<file path="src/dpmb_pkg.sv">
/*
  Package for the host-side controller of one port of a two-port shared
  memory with mailbox words, contention flag and eight token latches.
  Assumes a 125 MHz system clock and asynchronous device pins sampled
  synchronously by the controller.
*/
package dpmb_pkg;
  localparam int ADDR_W = 14;
  localparam int DATA_W = 16;
  localparam int TOKEN_IDX_W = 3;
  localparam int TOKEN_COUNT = 8;
  // Mailbox words at the top of the array
  localparam logic [13:0] MBOX_RIGHT_ADDR = 14'h3FFF;
  localparam logic [13:0] MBOX_LEFT_ADDR = 14'h3FFE;
  localparam logic [0:0] PORT_LEFT = 1'h0;
  localparam logic [0:0] PORT_RIGHT = 1'h1;
  // Timing in ns and derived cycle counts
  localparam int CLK_PERIOD_NS = 8;
  localparam int FLAG_SETTLE_NS = 20;
  localparam int TOKEN_READ_GAP_NS = 10;
  localparam int DRIVE_TO_VALID_NS = 12;
  localparam int STROBE_NS = 15;
  localparam int FLAG_SETTLE_CYC = (FLAG_SETTLE_NS + CLK_PERIOD_NS - 1) / CLK_PERIOD_NS;
  localparam int GAP_CYC = (TOKEN_READ_GAP_NS + CLK_PERIOD_NS - 1) / CLK_PERIOD_NS;
  localparam int VALID_CYC = (DRIVE_TO_VALID_NS + CLK_PERIOD_NS - 1) / CLK_PERIOD_NS;
  localparam int STROBE_CYC = (STROBE_NS + CLK_PERIOD_NS - 1) / CLK_PERIOD_NS;
  localparam int CNT_W = 4;
  localparam logic [3:0] CNT_ZERO = 4'h0;
  localparam logic [3:0] CNT_ONE = 4'h1;
  localparam logic [15:0] DATA_ZERO = 16'h0000;
  localparam logic [13:0] ADDR_ZERO = 14'h0000;
  // Host command codes
  localparam logic [1:0] CMD_READ = 2'h0;
  localparam logic [1:0] CMD_WRITE = 2'h1;
  localparam logic [1:0] CMD_TOKEN_GET = 2'h2;
  localparam logic [1:0] CMD_TOKEN_PUT = 2'h3;
  typedef enum logic [2:0] {
    ST_IDLE = 3'b000,
    ST_SETTLE = 3'b001,
    ST_STROBE = 3'b010,
    ST_GAP = 3'b011,
    ST_TREAD = 3'b100,
    ST_DONE = 3'b101
  } dpmb_state_t;
endpackage

</file>
<file path="src/dpmb_host.sv">
/*
  Host-side controller for one port of the shared memory device. Issues
  array reads and writes, mailbox traffic and token get/put sequences.
  Assumes asynchronous device pins sampled on clk, and the device keeps its
  own arbitration, mailbox and token behaviour.
*/
`timescale 1ns/1ps
// Behaviour
// - Delay slave writes until flag settles
// - Token access: token select low, array deselected
// - Gap with select inactive before read-back
// - Reading one means held elsewhere; write one withdraws
module dpmb_host (
  input wire logic clk,
  input wire logic nrst,
  input wire logic port_side,
  input wire logic cmd_valid,
  output logic cmd_ready,
  input wire logic [1:0] cmd_op,
  input wire logic [13:0] cmd_addr,
  input wire logic [15:0] cmd_wdata,
  output logic rsp_valid,
  output logic [15:0] rsp_rdata,
  output logic rsp_granted,
  output logic mbox_irq,
  output logic array_select_n,
  output logic token_select_n,
  output logic write_n,
  output logic drive_enable_n,
  output logic [13:0] addr,
  input wire logic [15:0] data_in,
  output logic [15:0] data_out,
  output logic data_oe,
  input wire logic contention_n,
  input wire logic mbox_int_n
);
  dpmb_pkg::dpmb_state_t st_q, st_d;
  logic [3:0] cnt_q, cnt_d;
  logic [1:0] op_q, op_d;
  logic [13:0] addr_q, addr_d;
  logic [15:0] wdat_q, wdat_d, rdat_q, rdat_d;
  logic ce_q, ce_d, tsel_q, tsel_d, we_q, we_d, oe_q, oe_d, doe_q, doe_d;
  logic rv_q, rv_d, gr_q, gr_d, rdy_q, rdy_d, irq_q, irq_d;
  logic is_token;

  assign is_token = op_q[1];

  // Sequencer: settle, strobe, optional gap and token read-back
  always_comb begin
    st_d = st_q;
    cnt_d = cnt_q;
    op_d = op_q;
    addr_d = addr_q;
    wdat_d = wdat_q;
    rdat_d = rdat_q;
    ce_d = 1'b1;
    tsel_d = 1'b1;
    we_d = 1'b1;
    oe_d = 1'b1;
    doe_d = 1'b0;
    rv_d = 1'b0;
    gr_d = gr_q;
    rdy_d = 1'b0;
    irq_d = ~mbox_int_n; // Interrupt from mailbox write by other port
    unique case (st_q)
      dpmb_pkg::ST_IDLE: begin
        rdy_d = 1'b1;
        if (cmd_valid && rdy_q) begin
          rdy_d = 1'b0;
          op_d = cmd_op;
          addr_d = cmd_addr;
          wdat_d = cmd_wdata;
          if (cmd_op[1]) begin
            // Only the low bits select a latch; the rest are zero
            addr_d = {{(dpmb_pkg::ADDR_W - dpmb_pkg::TOKEN_IDX_W){1'b0}},
                      cmd_addr[dpmb_pkg::TOKEN_IDX_W-1:0]};
            wdat_d = {{(dpmb_pkg::DATA_W-1){1'b0}},
                      cmd_op == dpmb_pkg::CMD_TOKEN_PUT};
          end
          cnt_d = dpmb_pkg::CNT_ZERO;
          st_d = dpmb_pkg::ST_SETTLE;
        end
      end
      dpmb_pkg::ST_SETTLE: begin
        // Select asserted, write held off until contention flag settles
        ce_d = is_token;
        tsel_d = ~is_token;
        cnt_d = cnt_q + dpmb_pkg::CNT_ONE;
        if (cnt_q >= 4'(dpmb_pkg::FLAG_SETTLE_CYC - 1)) begin
          cnt_d = dpmb_pkg::CNT_ZERO;
          st_d = dpmb_pkg::ST_STROBE;
        end
      end
      dpmb_pkg::ST_STROBE: begin
        ce_d = is_token;
        tsel_d = ~is_token;
        we_d = (op_q == dpmb_pkg::CMD_READ);
        oe_d = ~(op_q == dpmb_pkg::CMD_READ);
        doe_d = (op_q != dpmb_pkg::CMD_READ);
        cnt_d = cnt_q + dpmb_pkg::CNT_ONE;
        if (cnt_q >= 4'(dpmb_pkg::STROBE_CYC - 1)) begin
          cnt_d = dpmb_pkg::CNT_ZERO;
          rdat_d = data_in;
          // Busy at strobe end means the device ignored this access
          gr_d = contention_n;
          st_d = is_token ? dpmb_pkg::ST_GAP : dpmb_pkg::ST_DONE;
        end
      end
      dpmb_pkg::ST_GAP: begin
        // Token select inactive before read-back of the latch
        cnt_d = cnt_q + dpmb_pkg::CNT_ONE;
        if (cnt_q >= 4'(dpmb_pkg::GAP_CYC - 1)) begin
          cnt_d = dpmb_pkg::CNT_ZERO;
          st_d = dpmb_pkg::ST_TREAD;
        end
      end
      dpmb_pkg::ST_TREAD: begin
        tsel_d = 1'b0;
        oe_d = 1'b0;
        cnt_d = cnt_q + dpmb_pkg::CNT_ONE;
        if (cnt_q >= 4'(dpmb_pkg::VALID_CYC)) begin
          cnt_d = dpmb_pkg::CNT_ZERO;
          rdat_d = data_in;
          // Zero read back means this port owns the latch
          gr_d = ~data_in[0];
          st_d = dpmb_pkg::ST_DONE;
        end
      end
      dpmb_pkg::ST_DONE: begin
        rv_d = 1'b1; // One-cycle result strobe
        st_d = dpmb_pkg::ST_IDLE;
      end
      default: st_d = dpmb_pkg::ST_IDLE;
    endcase
  end

  // State and pin registers
  always_ff @(posedge clk or negedge nrst) begin
    if (!nrst) begin
      st_q <= dpmb_pkg::ST_IDLE;
      cnt_q <= dpmb_pkg::CNT_ZERO;
      op_q <= dpmb_pkg::CMD_READ;
      addr_q <= dpmb_pkg::ADDR_ZERO;
      wdat_q <= dpmb_pkg::DATA_ZERO;
      rdat_q <= dpmb_pkg::DATA_ZERO;
      ce_q <= 1'b1;
      tsel_q <= 1'b1;
      we_q <= 1'b1;
      oe_q <= 1'b1;
      doe_q <= 1'b0;
      rv_q <= 1'b0;
      gr_q <= 1'b0;
      rdy_q <= 1'b0;
      irq_q <= 1'b0;
    end else begin
      st_q <= st_d;
      cnt_q <= cnt_d;
      op_q <= op_d;
      addr_q <= addr_d;
      wdat_q <= wdat_d;
      rdat_q <= rdat_d;
      ce_q <= ce_d;
      tsel_q <= tsel_d;
      we_q <= we_d;
      oe_q <= oe_d;
      doe_q <= doe_d;
      rv_q <= rv_d;
      gr_q <= gr_d;
      rdy_q <= rdy_d;
      irq_q <= irq_d;
    end
  end

  assign cmd_ready = rdy_q;
  assign rsp_valid = rv_q;
  assign rsp_rdata = rdat_q;
  assign rsp_granted = gr_q;
  assign mbox_irq = irq_q;
  assign array_select_n = ce_q;
  assign token_select_n = tsel_q;
  assign write_n = we_q;
  assign drive_enable_n = oe_q;
  assign addr = addr_q;
  assign data_out = wdat_q;
  assign data_oe = doe_q;
endmodule

</file>
<file path="config.mk">
export PLATFORM = sky130hd
export DESIGN_NAME = dpmb_host
export DESIGN_NICKNAME = d
export VERILOG_FILES = /design/src/dpmb_pkg.sv /design/src/dpmb_host.sv
export SDC_FILE = /design/constraint.sdc
export NUM_CORES = 1
export LEC_CHECK = 0
export BUFFER_PORTS_ARGS = -buffer_cell sky130_fd_sc_hd__buf_4
export CAP_MARGIN = 40
export CORE_ASPECT_RATIO = 0.9
export CORE_MARGIN = 2
export CORE_UTILIZATION = 48
export CTS_CLUSTER_DIAMETER = 100
export CTS_CLUSTER_SIZE = 16
export DETAILED_ROUTE_END_ITERATION = 10
export PLACE_DENSITY = 0.87
export REMOVE_ABC_BUFFERS = 1
export SLEW_MARGIN = 20
export SYNTH_ARGS = -nofsm -noshare
export SYNTH_HDL_FRONTEND = slang
export SYNTH_SLANG_ARGS = --single-unit
</file>
<file path="constraint.sdc">
create_clock -name clk -period 2.63 [get_ports clk]
set_clock_uncertainty 0.2 [all_clocks]
set_input_delay 0.526 -clock clk [delete_from_list [all_inputs] [get_ports clk]]
set_output_delay 0.526 -clock clk [all_outputs]
set_load 0.02 [all_outputs]
</file>
## After elaboration in Yosys (flattened, before gate mapping)

Index checks and enable logic that the tools add are counted.

| storage, ports and cells | value |
|---|---|
| bits in registers | 64 |
| bits of input ports | 54 |
| output and inout bits | 55 |

| operators by class | value |
|---|---|
| $add $sub $neg | 1 |
| magnitude comparators | 2 |
| equal/unequal tests | 11 |
| muxes and demuxes | 27 |
| bitwise operators | 4 |
| reductions and logical operators | 13 |

Operators by type and width:

| kind | count |
|---|---|
| $mux 16 | 3 |
| $pmux 16 s2 | 1 |
| $mux 3 | 6 |
| $pmux 3 s5 | 1 |
| $mux 14 | 1 |
| $mux 4 | 3 |
| $pmux 4 s3 | 1 |
| $ne 2x2->1 const B | 5 |
| $mux 1 | 8 |
| $eq 3x2->1 const B | 2 |
| $eq 3x3->1 const B | 2 |
| $pmux 1 s2 | 3 |
| $reduce_or 2->1 | 3 |
| $reduce_and 5->1 | 1 |
| $add 4x1->4 const B | 1 |
| $ge 4x1->1 const B | 1 |
| $ge 4x2->1 const B | 1 |
| $not 1->1 | 4 |
| $reduce_and 2->1 | 2 |
| $reduce_bool 2->1 | 2 |
| $eq 3x1->1 const B | 1 |
| $logic_not 3->1 | 1 |
| $reduce_and 3->1 | 1 |
| $reduce_bool 3->1 | 1 |
| 3 further kinds | 3 |

## Logic depth before layout (Yosys ltp)

| logic depth | value |
|---|---|
| word-level depth | 4 |
| mapped depth | 7 |

## Worst setup path after synthesis

Ideal clock, no wire load.

| timing path | value |
|---|---|
| kind | reg2reg |
| start | register cnt_q[1] |
| end | register gr_q (netlist: rsp_granted) |
| arrival | 1.745 ns |
| path slack | 0.560 ns |
| cell stages (with the launch flop) | 8 |
| path buffers | 1 |
| period minus slack after synthesis | 2.070 ns |
| cells stage by stage | dfrtp_1 -> inv_1 -> ha_1 -> or4b_4 -> nand2_4 -> a21oi_4 -> buf_12 -> mux2_4 |

| between the ends | value |
|---|---|
| word-level cells in the longest chain between the ends | 3 |
| elaborated cells on any way between the ends | 5 |

RTL lines:

| what | line | text |
|---|---|---|
| from (decl) | dpmb_host.sv:38 | `logic [3:0] cnt_q, cnt_d;` |
| from (signal assigned) | dpmb_host.sv:141 | `cnt_q <= dpmb_pkg::CNT_ZERO;` |
| from (signal assigned) | dpmb_host.sv:157 | `cnt_q <= cnt_d;` |
| $ge 4x1->1 or $ge 4x2->1 (tied branches) | dpmb_host.sv:101, dpmb_host.sv:121 |  |
| $ne 2x2->1 (no source line) | -- |  |
| $reduce_and 3->1 (no source line) * | -- |  |
| to (signal assigned) | dpmb_host.sv:168 | `gr_q <= gr_d;` |
| to (decl) | dpmb_host.sv:43 | `logic rv_q, rv_d, gr_q, gr_d, rdy_q, rdy_d, irq_q, irq_d;` |

Every way passes the cells marked *; elsewhere a longest branch is shown, timed or not.
A chain may end at the register's enable or synchronous reset.

## Worst setup path after layout

| timing path | value |
|---|---|
| start | register cnt_q[0] |
| end | register rdat_q[5] (netlist: rsp_rdata[5]) |

| between the ends | value |
|---|---|
| word-level cells in the longest chain between the ends | 3 |
| elaborated cells on any way between the ends | 5 |

RTL lines:

| what | line | text |
|---|---|---|
| $ge 4x1->1 or $ge 4x2->1 (tied branches) | dpmb_host.sv:101, dpmb_host.sv:121 |  |
| $ne 2x2->1 (no source line) | -- |  |
| $reduce_and 3->1 (no source line) * | -- |  |
| to (signal assigned) | dpmb_host.sv:145 | `rdat_q <= dpmb_pkg::DATA_ZERO;` |
| to (signal assigned) | dpmb_host.sv:161 | `rdat_q <= rdat_d;` |
| to (decl) | dpmb_host.sv:41 | `logic [15:0] wdat_q, wdat_d, rdat_q, rdat_d;` |

Marks and branches as above.

==> impl_results.md <==
* RSZ-0062 raised after global routing: no
* CP max stage delay at 560 ps
* Fmax at 0.438 GHz
* Ant diodes at 0
* Mapped Area at 0.00275 sq mm
* Net Sw Frac at 37.9%
* DRT Pass-1 Iters at 4
* Clk sinks at 64
* Critical-path cell list: inv_1 -> ha_1 -> or4b_4 -> nand2_4 -> a21oi_4 -> mux2_2
* Vias per std cell at 4.80
* CTS Buf Count at 9
* Largest net degree at the start of global routing at 65
* Critical Path End Type: register
* Synth Warn # at 0
* Drt total wl at 5.79 mm
* Max_slew headroom at 55.3%
* CP Max Fanout at 17
* Vias in the first global route at 1919
* Setup TNS at 0 ps
* Synth top area cells: dfrtp_1 (55%), nand2_1 (9.4%), nand3b_1 (7.1%)
* Final ANT Viol Nets at 0
* Post-CTS Hold Buffers at 0
* #FFs+latches synth at 64
* HPWL after DPL at 4.09 mm
* CP required at 2630 ps
* Global-route usage over all layers at 18.6%
* Layout area overhead at 39.0%
* Cell Int Power at 0.00295 W
* Hold path cells at 2
* Final Util at 68.4%
* Share of cells above drive strength 1 at 43.4%
* Tcrit/Tclk final at 86.8%
* Io pins at 109
* Std-Cell Rows at 26
* Clock buffer depth at 2
* Placer congestion estimate at 0.735
* Final setup violating endpoints at 0
* Net Switching at 0.00180 W
* First-pass GRT wire length at 9.20 mm
* Worst Path Arrival at 2290 ps
* Post-Layout Cell Count at 427
* Total gr overflow at 0
* DP Cell Count at 409
* Port Buffer Count at 107
* Crit path max-delay family: compound AO/OA/AOI/OAI gates
* Skew-Pair Late Insertion Delay at 320 ps
* Die H at 75.9 um
* Hold path start: mbox_int_n
* MaxCap Viol Count at 0
* # DRC at 0
* Total number of vias at 2050
* Post_cts resized at 0
* Type of the most critical hold path: primary input to register
* Full die area at 0.00636 sq mm
* WS Path Type: register to register
* Initial DRC Count at 55
* Mean Syn Cell Area at 11.3 sq um
* Worst-margin pin slew at 669 ps
* Status: completed
* R2R depth at 6
* Final count of hold timing violations at 0
* Leak at 1.99 nW
* VDD IR max at 0.698 mV
* Post-synthesis cell count at 243
* Root buffer cell: clkbuf_8
* Register area share after synthesis at 58.3%
* Combinational fraction of design power at 46.0%
* Die width at 83.8 um
* Starting density of the core at 49.2%
* Antenna violations before repair at 0
* Clock power share at 17.5%
* Nets@finish at 410
* Share of Yosys cell area claimed by the top area cell type at 54.5%
* Minimum clock period at 2280 ps
* Worst path slowest cell: a21oi_4
* Synth area leader: dfrtp_1
* TritonCTS clock tree: yes
* H-Tree Level Count at 3
* DR WL/cell at 13.6 um
* Post-synth ARST share at 100%
* Core ar. at 0.00560 sq mm
* Startpoint Class: register
* Filler cell count at 419
* Synth unique cells at 37
* Final Max Tran Viols at 0
* R2r startpoint: cnt_q[0]$_DFFE_PN0P_
* Post-synth EDFFs at 0
* Bufs and invs on worst path at 1
* Seq pwr share at 36.5%
* Clock-pin slew on the worst setup and hold paths at 60 ps
* Pwr Density at 1240 mW/mm^2
* Most used DFF post-synth: dfrtp_1
* Crit path depth at 6
* Critical path startpoint: cnt_q[0]$_DFFE_PN0P_
* Post CTS Setup Buffer Count at 0
registers in the layout, indices dropped and copies added, names as in the netlist:
register,count
addr,14
array_select_n,1
cmd_ready,1
cnt_q,4
data_oe,1
data_out,16
drive_enable_n,1
mbox_irq,1
op_q,2
rsp_granted,1
rsp_rdata,16
rsp_valid,1
st_q,3
token_select_n,1
write_n,1
cell usage after synthesis, types with 2 or more instances:
library cell / instances
nand2_1: 69
dfrtp_1: 60
nand3b_1: 26
mux2_4: 10
mux2_2: 8
clkbuf_1: 7
inv_1: 6
a21oi_1: 5
buf_2: 5
nor2_1: 5
o21ai_0: 5
dfstp_2: 4
ha_1: 4
and2_1: 2
nand2b_1: 2
nand3_1: 2
nor2b_1: 2
nor3_1: 2
area by class of cell:
| type | instances | area (sq um) | share of cell area, % |
|---|---|---|---|
| timing repair buffer | 112 | 863 | 22.5 |
| inverter | 6 | 22.5 | 0.588 |
| multi-input combinational | 159 | 1050 | 27.4 |
| tap | 70 | 87.6 | 2.29 |
| clock buffer | 13 | 159 | 4.15 |
| sequential | 64 | 1610 | 42.0 |
| clock inverter | 3 | 40.0 | 1.05 |
power by group through the flow:
stage	clock network (W)	logic, W	registers (W)
after detailed placement	0	0.00220	0.00174
after floorplan	0	0.000835	0.00219
after global routing	0.000891	0.00238	0.00179
after global placement	0	0.00213	0.00173
after CTS	0.000850	0.00221	0.00174
final	0.000831	0.00219	0.00173
final timing paths:
kind | to | slack, ps
setup / recovery | rsp_rdata[5]$_DFFE_PN0P_ | 350
hold / removal | mbox_irq$_DFF_PN0_ | 140
setup reg to reg | rsp_rdata[5]$_DFFE_PN0P_ | 350
hold reg to reg | addr[10]$_DFFE_PN0P_ | 270
max in group asynchronous | write_n$_DFF_PN1_ | 1340
min in group asynchronous | rsp_granted$_DFFE_PN0P_ | 360
per-stage QoR:
step	instance area [sq um]	power, W	setup WS [ps]	hold slack, ps
global placement	3590	0.00387	415	252
detailed placement	3590	0.00395	349	258
finish	3830	0.00475	347	140
floorplan	2680	0.00302	539	30.4
CTS	3790	0.00479	345	115
global route	3830	0.00506	220	138
cells by family (layout without fill, tap and decap cells):
group	count (synthesis)	after routing	share of synthesized area [%]
simple gates	116	116	21.4
flops	64	64	58.3
buf+inv	20	134	3.54
mux	19	19	9.09
compound gates	18	18	5.23
fa+ha+maj	4	4	1.82
xor+xnor	2	2	0.636
layer usage:
metal	vias to the layer above	part of all wire (%)	global-route usage, %
li1	1021	-	-
met1	946	45	24.5
met2	78	47	29.6
met3	5	7.6	5.09
met4	0	0.98	8.06
met5	-	0	0
placed cells by master, fill, tap and decap left out, types with 2 or more instances in the layout:
| cell | count |
|---|---|
| buf_4 | 110 |
| nand2_1 | 69 |
| dfrtp_1 | 60 |
| nand3b_1 | 26 |
| clkbuf_8 | 11 |
| mux2_4 | 10 |
| mux2_2 | 8 |
| inv_1 | 6 |
| nor2_1 | 5 |
| a21oi_1 | 5 |
| o21ai_0 | 5 |
| ha_1 | 4 |
| dfstp_2 | 4 |
| nand2b_1 | 2 |
| nor3_1 | 2 |
| nor2b_1 | 2 |
| and2_1 | 2 |
| nand3_1 | 2 |
| clkinv_2 | 2 |
| clkbuf_1 | 2 |
Power figures use the tool's default switching activity.
